**src/design/pipr_params.svh**
```systemverilog
/*
 Constants of the peripheral input pin router: register map, field
 positions, reset defaults and the port groups that this variant has.
 Assumes inclusion by bare name from the package and the design files.
*/
`ifndef PIPR_PARAMS_SVH
`define PIPR_PARAMS_SVH

`define PIPR_NUM_INPUTS 4
`define PIPR_NUM_GROUPS 6
`define PIPR_PIN_W 48
`define PIPR_ADDR_W 8
`define PIPR_DATA_W 8
`define PIPR_SEL_W 6

// Register offsets: one aligned word per peripheral input
`define PIPR_OFS_SEL0 8'h00
`define PIPR_OFS_SEL1 8'h04
`define PIPR_OFS_SEL2 8'h08
`define PIPR_OFS_SEL3 8'h0c
`define PIPR_ADDR_HI_MASK 8'hf0
`define PIPR_ADDR_LO_MASK 8'h03
`define PIPR_IDX_MSB 3
`define PIPR_IDX_LSB 2

// Field layout of a selection register
`define PIPR_GRP_MSB 5
`define PIPR_GRP_LSB 3
`define PIPR_PIN_MSB 2
`define PIPR_PIN_LSB 0
`define PIPR_IMPL_MASK 8'h3f
`define PIPR_GRP_PINS 8

// Port group codes
`define PIPR_GRP_A 3'h0
`define PIPR_GRP_B 3'h1
`define PIPR_GRP_C 3'h2
`define PIPR_GRP_D 3'h3
`define PIPR_GRP_E 3'h4
`define PIPR_GRP_F 3'h5

// Groups present on this variant, bit n for group code n
`define PIPR_GRP_PRESENT 6'h3f

// Default locations loaded at power-on or brown-out reset
`define PIPR_DFLT_SEL0 6'h00
`define PIPR_DFLT_SEL1 6'h09
`define PIPR_DFLT_SEL2 6'h12
`define PIPR_DFLT_SEL3 6'h0b

`endif

```
**src/design/pipr_pkg.sv**
```systemverilog
/*
 Types of the peripheral input pin router.
 Assumes pipr_params.svh on the include path.
*/
`include "pipr_params.svh"

package pipr_pkg;

    typedef logic [`PIPR_SEL_W-1:0] pipr_sel_t;

    typedef struct packed {
        pipr_sel_t [`PIPR_NUM_INPUTS-1:0] sel;
        logic [`PIPR_DATA_W-1:0] rdata;
        logic [`PIPR_NUM_INPUTS-1:0] periph;
    } pipr_state_t;

    typedef struct packed {
        logic [`PIPR_PIN_W-1:0] meta;
        logic [`PIPR_PIN_W-1:0] sync;
    } pipr_sync_state_t;

endpackage

```
**src/design/pipr_pin_sync.sv**
```systemverilog
/*
 Two-flop synchroniser for all port pins.
 Assumes pins arrive asynchronously to mclk_in.
*/
`timescale 1ns/1ns
`include "pipr_params.svh"

module pipr_pin_sync (
    input wire logic mclk_in,
    input wire logic rst_n_in,
    input wire logic [`PIPR_PIN_W-1:0] pins_in,
    output logic [`PIPR_PIN_W-1:0] pins_sync_out
);

    pipr_pkg::pipr_sync_state_t state_r;
    pipr_pkg::pipr_sync_state_t state_nxt;

    // The first stage feeds only the second
    always_comb begin
        state_nxt = state_r;
        state_nxt.meta = pins_in;
        state_nxt.sync = state_r.meta;
    end

    always_ff @(posedge mclk_in or negedge rst_n_in) begin
        if (!rst_n_in) begin
            state_r <= '0;
        end else begin
            state_r <= state_nxt;
        end
    end

    assign pins_sync_out = state_r.sync;

endmodule

```
**src/design/pipr_router.sv**
```systemverilog
/*
 Peripheral input pin router: one selection register per peripheral
 input picks a port group and pin, and that pin drives the input.
 Assumes a register master with one-cycle strobes, pins from outside
 the clock domain, rst_n_in as power-on/brown-out reset and
 other_rst_in as a synchronous pulse for every other reset source.
*/
`timescale 1ns/1ns
`include "pipr_params.svh"

// Behaviour
// - Bits 7-6 of each selection register ignore writes and read zero.
// - Bits 5-3 choose port group A to F by codes 000 to 101.
// - Bits 2-0 choose pin 0 to 7; that pin feeds the peripheral input.
// - Power-on or brown-out reset loads each selection register with its own default pin location; other_rst_in keeps it.
// - Codes of absent port groups are reserved and route a constant zero.
module pipr_router (
    input wire logic mclk_in,
    input wire logic rst_n_in,
    input wire logic other_rst_in,
    input wire logic [`PIPR_ADDR_W-1:0] addr_in,
    input wire logic [`PIPR_DATA_W-1:0] wdata_in,
    input wire logic wr_en_in,
    input wire logic rd_en_in,
    input wire logic [`PIPR_PIN_W-1:0] port_pins_in,
    output logic [`PIPR_DATA_W-1:0] rdata_out,
    output logic [`PIPR_NUM_INPUTS-1:0] periph_in_out
);

    pipr_pkg::pipr_state_t state_r;
    pipr_pkg::pipr_state_t state_nxt;
    logic [`PIPR_PIN_W-1:0] pins_sync;
    logic boot_r;

    localparam pipr_pkg::pipr_sel_t DFLT [`PIPR_NUM_INPUTS] = '{
        `PIPR_DFLT_SEL0, `PIPR_DFLT_SEL1, `PIPR_DFLT_SEL2, `PIPR_DFLT_SEL3
    };

    // Widened so that codes 110 and 111 index a defined zero
    localparam logic [7:0] GRP_PRESENT = {2'h0, `PIPR_GRP_PRESENT};

    pipr_pin_sync u_sync (
        .mclk_in(mclk_in),
        .rst_n_in(rst_n_in),
        .pins_in(port_pins_in),
        .pins_sync_out(pins_sync)
    );

    // Decodes a register address; valid only on an aligned mapped word
    function automatic logic addr_hit(input logic [`PIPR_ADDR_W-1:0] a);
        addr_hit = ((a & `PIPR_ADDR_HI_MASK) == 8'h00) && ((a & `PIPR_ADDR_LO_MASK) == 8'h00);
    endfunction

    function automatic logic [1:0] addr_idx(input logic [`PIPR_ADDR_W-1:0] a);
        addr_idx = a[`PIPR_IDX_MSB:`PIPR_IDX_LSB];
    endfunction

    function automatic logic [2:0] grp_of(input pipr_pkg::pipr_sel_t s);
        grp_of = s[`PIPR_GRP_MSB:`PIPR_GRP_LSB];
    endfunction

    function automatic logic [2:0] pin_of(input pipr_pkg::pipr_sel_t s);
        pin_of = s[`PIPR_PIN_MSB:`PIPR_PIN_LSB];
    endfunction

    function automatic logic grp_valid(input logic [2:0] g);
        grp_valid = (g <= `PIPR_GRP_F) && GRP_PRESENT[g];
    endfunction

    // Picks the chosen pin; a reserved group gives zero rather than a stale pin
    function automatic logic route(input pipr_pkg::pipr_sel_t s,
                                   input logic [`PIPR_PIN_W-1:0] p);
        logic [2:0] g;
        logic [2:0] n;
        g = grp_of(s);
        n = pin_of(s);
        if (grp_valid(g)) begin
            route = p[{g, n}];
        end else begin
            route = 1'b0;
        end
    endfunction

    always_comb begin
        state_nxt = state_r;
        state_nxt.rdata = 8'h00;
        if (wr_en_in && addr_hit(addr_in)) begin
            // Upper two bits dropped here
            state_nxt.sel[addr_idx(addr_in)] = wdata_in[`PIPR_SEL_W-1:0];
        end
        if (rd_en_in && addr_hit(addr_in)) begin
            state_nxt.rdata = {2'h0, state_r.sel[addr_idx(addr_in)]};
        end
        for (int i = 0; i < `PIPR_NUM_INPUTS; i++) begin
            state_nxt.periph[i] = route(state_r.sel[i], pins_sync);
        end
        if (other_rst_in) begin
            // Selections kept across non-power-on resets
            state_nxt.sel = state_r.sel;
            state_nxt.periph = '0;
        end
    end

    always_ff @(posedge mclk_in or negedge rst_n_in) begin
        if (!rst_n_in) begin
            state_r.sel[0] <= `PIPR_DFLT_SEL0;
            state_r.sel[1] <= `PIPR_DFLT_SEL1;
            state_r.sel[2] <= `PIPR_DFLT_SEL2;
            state_r.sel[3] <= `PIPR_DFLT_SEL3;
            state_r.rdata <= 8'h00;
            state_r.periph <= '0;
        end else begin
            state_r <= state_nxt;
        end
    end

    // Helper for checks: high in the first cycle after reset release
    always_ff @(posedge mclk_in or negedge rst_n_in) begin
        if (!rst_n_in) begin
            boot_r <= 1'b1;
        end else begin
            boot_r <= 1'b0;
        end
    end

    assign rdata_out = state_r.rdata;
    assign periph_in_out = state_r.periph;

    AST_RD_TOP_ZERO: assert property (
        @(posedge mclk_in) disable iff (!rst_n_in)
        rd_en_in |=> (rdata_out[`PIPR_DATA_W-1:`PIPR_SEL_W] == 2'h0)
    ) else $error("Unimplemented bits read nonzero");

    AST_WR_RD_BACK: assert property (
        @(posedge mclk_in) disable iff (!rst_n_in)
        (wr_en_in && addr_hit(addr_in) && !other_rst_in) ##1 (rd_en_in && !wr_en_in
            && (addr_in == $past(addr_in)))
        |=> (rdata_out == ($past(wdata_in, 2) & `PIPR_IMPL_MASK))
    ) else $error("Read back differs from written selection");

    AST_UNMAPPED_RD: assert property (
        @(posedge mclk_in) disable iff (!rst_n_in)
        (rd_en_in && !addr_hit(addr_in)) |=> (rdata_out == 8'h00)
    ) else $error("Unmapped read not zero");

    AST_DEFAULTS: assert property (
        @(posedge mclk_in) disable iff (!rst_n_in)
        boot_r |-> (state_r.sel[0] == `PIPR_DFLT_SEL0) && (state_r.sel[1] == `PIPR_DFLT_SEL1)
            && (state_r.sel[2] == `PIPR_DFLT_SEL2) && (state_r.sel[3] == `PIPR_DFLT_SEL3)
    ) else $error("Selection not at default after reset");

    AST_OTHER_RST_KEEP: assert property (
        @(posedge mclk_in) disable iff (!rst_n_in)
        other_rst_in |=> $stable(state_r.sel)
    ) else $error("Other reset changed a selection");

    AST_RD_IDLE_ZERO: assert property (
        @(posedge mclk_in) disable iff (!rst_n_in)
        !rd_en_in |=> (rdata_out == 8'h00)
    ) else $error("Read data stood without a read");

    AST_RD_DATA: assert property (
        @(posedge mclk_in) disable iff (!rst_n_in)
        (rd_en_in && addr_hit(addr_in))
        |=> (rdata_out == {2'h0, $past(state_r.sel[addr_idx(addr_in)])})
    ) else $error("Read data differ from the selection");

    AST_WR_UPDATE: assert property (
        @(posedge mclk_in) disable iff (!rst_n_in)
        (wr_en_in && addr_hit(addr_in) && !other_rst_in)
        |=> (state_r.sel[$past(addr_idx(addr_in))] == $past(wdata_in[`PIPR_SEL_W-1:0]))
    ) else $error("Write did not reach its selection");

    AST_WR_UNMAPPED_KEEP: assert property (
        @(posedge mclk_in) disable iff (!rst_n_in)
        (wr_en_in && !addr_hit(addr_in)) |=> $stable(state_r.sel)
    ) else $error("Unmapped write changed a selection");

    AST_NO_WR_KEEP: assert property (
        @(posedge mclk_in) disable iff (!rst_n_in)
        !wr_en_in |=> $stable(state_r.sel)
    ) else $error("Selection changed without a write");

    AST_OTHER_RST_CLEAR: assert property (
        @(posedge mclk_in) disable iff (!rst_n_in)
        other_rst_in |=> (periph_in_out == '0)
    ) else $error("Other reset left a routed input high");

    AST_BOOT_IDLE: assert property (
        @(posedge mclk_in) disable iff (!rst_n_in)
        boot_r |-> (periph_in_out == '0) && (rdata_out == 8'h00) && (pins_sync == '0)
    ) else $error("Outputs not idle after reset");

    // Two edges of latency is the price of a metastability-safe pin path
    AST_SYNC_DELAY: assert property (
        @(posedge mclk_in) disable iff (!rst_n_in)
        (!boot_r && !$past(boot_r)) |-> (pins_sync == $past(port_pins_in, 2))
    ) else $error("Pin synchroniser latency wrong");

    generate
        for (genvar gi = 0; gi < `PIPR_NUM_INPUTS; gi++) begin : g_chk
            AST_ROUTE_PIN: assert property (
                @(posedge mclk_in) disable iff (!rst_n_in)
                (!other_rst_in && grp_valid(grp_of(state_r.sel[gi])))
                |=> (periph_in_out[gi] == $past(pins_sync[{grp_of(state_r.sel[gi]),
                    pin_of(state_r.sel[gi])}]))
            ) else $error("Routed input differs from selected pin");

            AST_GROUP_A_PIN0: assert property (
                @(posedge mclk_in) disable iff (!rst_n_in)
                (!other_rst_in && state_r.sel[gi] == 6'h00) |=> (periph_in_out[gi]
                    == $past(pins_sync[0]))
            ) else $error("Group A pin 0 not routed");

            AST_RESERVED_ZERO: assert property (
                @(posedge mclk_in) disable iff (!rst_n_in)
                !grp_valid(grp_of(state_r.sel[gi])) |=> !periph_in_out[gi]
            ) else $error("Reserved group drove a peripheral input");

            AST_DFLT_EACH: assert property (
                @(posedge mclk_in) disable iff (!rst_n_in)
                boot_r |-> (state_r.sel[gi] == DFLT[gi])
            ) else $error("Selection not at its own default");

            AST_WR_OTHER_KEEP: assert property (
                @(posedge mclk_in) disable iff (!rst_n_in)
                (wr_en_in && (addr_idx(addr_in) != 2'(gi))) |=> $stable(state_r.sel[gi])
            ) else $error("Write changed another selection");

            AST_GROUP_MAP: assert property (
                @(posedge mclk_in) disable iff (!rst_n_in)
                (!other_rst_in && grp_valid(grp_of(state_r.sel[gi])))
                |=> (periph_in_out[gi] == $past(pins_sync[grp_of(state_r.sel[gi])
                    * `PIPR_GRP_PINS + pin_of(state_r.sel[gi])]))
            ) else $error("Group code maps to the wrong pin");
        end
    endgenerate

endmodule

```
**config.mk**
```make
export PLATFORM = sky130hd
export DESIGN_NAME = pipr_router
export DESIGN_NICKNAME = d
export VERILOG_FILES = /design/src/design/pipr_pkg.sv /design/src/design/pipr_pin_sync.sv /design/src/design/pipr_router.sv
export VERILOG_INCLUDE_DIRS = /design/src /design/src/design
export SDC_FILE = /design/constraint.sdc
export NUM_CORES = 1
export LEC_CHECK = 0
export BUFFER_PORTS_ARGS = -buffer_cell sky130_fd_sc_hd__buf_4
export CAP_MARGIN = 20
export CORE_MARGIN = 2
export CORE_UTILIZATION = 51
export CTS_CLUSTER_DIAMETER = 40
export DETAILED_ROUTE_END_ITERATION = 7
export PLACE_DENSITY_LB_ADDON = 0.1
export SYNTH_ARGS = -nofsm -noshare
export SYNTH_HDL_FRONTEND = slang
export SYNTH_HIERARCHICAL = 1
export SYNTH_SLANG_ARGS = --single-unit
export TNS_END_PERCENT = 30
```
**constraint.sdc**
```tcl
create_clock -name mclk_in -period 2.1 [get_ports mclk_in]
set_input_delay 0.21 -clock mclk_in [delete_from_list [all_inputs] [get_ports mclk_in]]
set_output_delay 0.21 -clock mclk_in [all_outputs]
set_load 0.01 [all_outputs]
```
==> flow_summary.ini <==
[power]
pwr-share-comb_pct = 8.4
internal-power_uw = 4640
switching_power_uw = 1280
seqPwrFrac_pct = 46.0
switching_share_pct = 21.6
ir_worst_vdd_mv = 0.628
clkPwrFrac_pct = 45.5
power_density_nw_per_um2 = 786
p_leak_uw = 0.00317

[timing]
max_freq_mhz = 476
clock_skew_ns = 0.00932
rsz0062_at_grt = true
tns_ns = 0
maxSlewViolCount = 0
finalHoldViolCount = 0
max_slew_margin_pct = 56.0
min_period_ns = 2.10
finalSetupViolCount = 0
tightest_slew_ns = 0.660
fin_crit_sh_pct = 100

[placement]
port_buffers = 76
dpl-instance-area_um2 = 6370
gp_congestion = 0.906
hpwl_mm = 8.32

[synth]
synth_top_area_cell = dfrtp_1
syn_area_per_cell_um2 = 17.1
synthArstFlopShare_pct = 100
ys.flop_type = dfrtp_1
synth_seq_cells = 130
synth_area_leaders = dfrtp_1 (54%), mux4_2 (15%), mux2_2 (6.2%)
syn_inst = 330
synth.top_cell.area_share_pct = 54.4
synth_common_cells = dfrtp_1 (123), mux4_2 (37), mux2_2 (31), buf_4 (17), mux2i_1 (14)
synth_cell_types = 38
yosys_warnings = 6
synth.most_common_cell = dfrtp_1
syn_area_um2 = 5650
yosysSeqAreaShare_pct = 57.7
synth_edf_count = 0

[clocking]
clk_pin_slew_ns = 0.06
root_buffer = clkbuf_8
tritoncts = done
cts.sinks = 130
clockBufferDepth = 2
clock_latency_ns = 0.53
cts-htree-levels = 4
cts_made_buffers = 17

[grt]
grt_antenna_before_repair = 0
overflow = 0
grt_max_degree = 131
track_usage_pct = 23.6
grt_pass1_vias = 3734
grt_pass1_wl_mm = 19.9

[finish]
antennaDiodeCount = 0
postLayoutCellArea_um2 = 7530
drive_above_1_share_pct = 44.4
area_growth_pct = 33.2
nets = 541
num-fill-cells = 765

[worst_setup_path]
cp.required_ns = 2.47
critPathMaxFanout = 4
crit_type = reg2reg
cp-end-kind = flip-flop
critPathArrivalTime_ns = 2.47
crit_path_start_kind = flip-flop

[floorplan]
die_h_um = 109
core_um2 = 10800
pin_count = 81
initial_utilization_pct = 52.2
dieArea_um2 = 11900
dieWidth_um = 109
rows = 38

[route]
drtAntennaViolNets = 0
dr.pass1.iters = 4
drt_iter0_drc = 162
via_count = 3517
remaining_drc_errors = 0
vias_per_cell = 5.64
wirelength_mm = 12.8
wl_per_cell_um = 20.5

[worst_hold_path]
hold_class = in2reg

[status]
status = finished clean

[job]
cap_violations = 0
[worst paths after layout]
kind | start | to | slack (ns) | cells past startpoint
max in group asynchronous | rst_n_in | state_r[24] | 1.26 | 3
max reg2reg | state_r[18] | periph_in_out[1] | 0.0004 | 4
min reg2reg | u_sync/state_nxt[6] | u_sync/pins_sync_out[6] | 0.34 | 0
min in group asynchronous | rst_n_in | u_sync/pins_sync_out[38] | 0.33 | 3
max | state_r[18] | periph_in_out[1] | 0.0004 | 4
min | rd_en_in | rdata_out[5] | 0.1 | 3
[logic make-up (layout without fill, tap and decap cells)]
group	Yosys count	after routing	share of synthesized area (%)
flip-flops	130	130	57.7
buffers and inverters	35	188	3.78
AO/OA/AOI/OAI	23	23	3.78
multiplexers	97	97	29.8
other	1	2	0.0663
AND/OR/NAND/NOR	44	44	4.85
[flip-flops by register name, summed over array words and instances, names as in the netlist]
register	cells
u_sync/pins_sync_out	48
rdata_out	6
u_sync/state_nxt	48
periph_in_out	4
state_r	24
[critical path: stages, from the launching register on]
cell and delay (ns):
dfstp_2 0.60, mux4_1 0.58, mux2_2 0.32, a2111oi_4 0.37, a311oi_2 0.08
[layout make-up]
cell class                 instances  area, um^2  area share, %
tap                              140         175           2.33
inverter                           1        3.75         0.0499
multi-input combinational        166        2200           29.2
clock inverter                    11         114           1.51
timing repair buffer             156        1330           17.7
clock buffer                      20         435           5.78
sequential                       130        3270           43.4
[layout by cell type (no fill, tap or decap), types with 3 or more instances in the layout]
| master | Yosys | final |
|---|---|---|
| dfrtp_1 | 123 | 121 |
| buf_4 | 17 | 97 |
| dlygate4sd3_1 | 0 | 56 |
| mux4_2 | 37 | 38 |
| mux2_2 | 31 | 31 |
| clkbuf_16 | 0 | 16 |
| mux2i_1 | 14 | 14 |
| mux4_1 | 13 | 12 |
| nor2b_1 | 12 | 11 |
| nand3b_1 | 6 | 6 |
| nor2_1 | 6 | 6 |
| clkinv_2 | 0 | 6 |
| dfstp_2 | 7 | 6 |
| nor3_1 | 4 | 4 |
| a2111oi_0 | 3 | 3 |
| a31oi_1 | 3 | 3 |
| o211ai_1 | 3 | 3 |
| nand3_1 | 3 | 3 |
[through the flow]
stage | hold WS (ns) | power (uW) | setup WS [ns] | utilization [%] | std cells
after floorplan | -0.0856 | 2940 | 0.122 | - | 331
after global placement | 0.319 | 3160 | -0.0281 | 58.8 | 535
after detailed placement | 0.320 | 3180 | -0.0289 | 58.8 | 535
after CTS | 0.0694 | 5980 | 0.0144 | 69.1 | 622
after global routing | 0.111 | 6150 | -0.0279 | 69.5 | 624
final | 0.0973 | 5920 | 0.000363 | 69.5 | 624
[power groups by stage]
stage	logic [uW]	registers, uW	clock network, uW
3_5_place_dp	412	2760	0
3_3_place_gp	403	2760	0
4_1_cts	495	2720	2760
2_1_floorplan	236	2710	0
6_report	498	2720	2700
5_1_grt	540	2740	2870
[repair_timing]
action | in CTS | in global routing
endpoints found under the hold margin | 197 | 0
setup endpoints to repair | 2 | 3
pin swaps | 0 | 1
hold buffers | 56 | 0
buffers inserted | 0 | 2
gates resized for setup | 2 | 8
[routing by layer]
layer | global-route usage, % | vias up | routed length [um]
li1 | - | 1547 | -
met1 | 28.7 | 1821 | 5130
met2 | 40.0 | 119 | 6550
met3 | 5.16 | 30 | 711
met4 | 12.3 | 0 | 426
met5 | 0 | - | 0
Note: power is estimated with default switching activity, not from simulation.
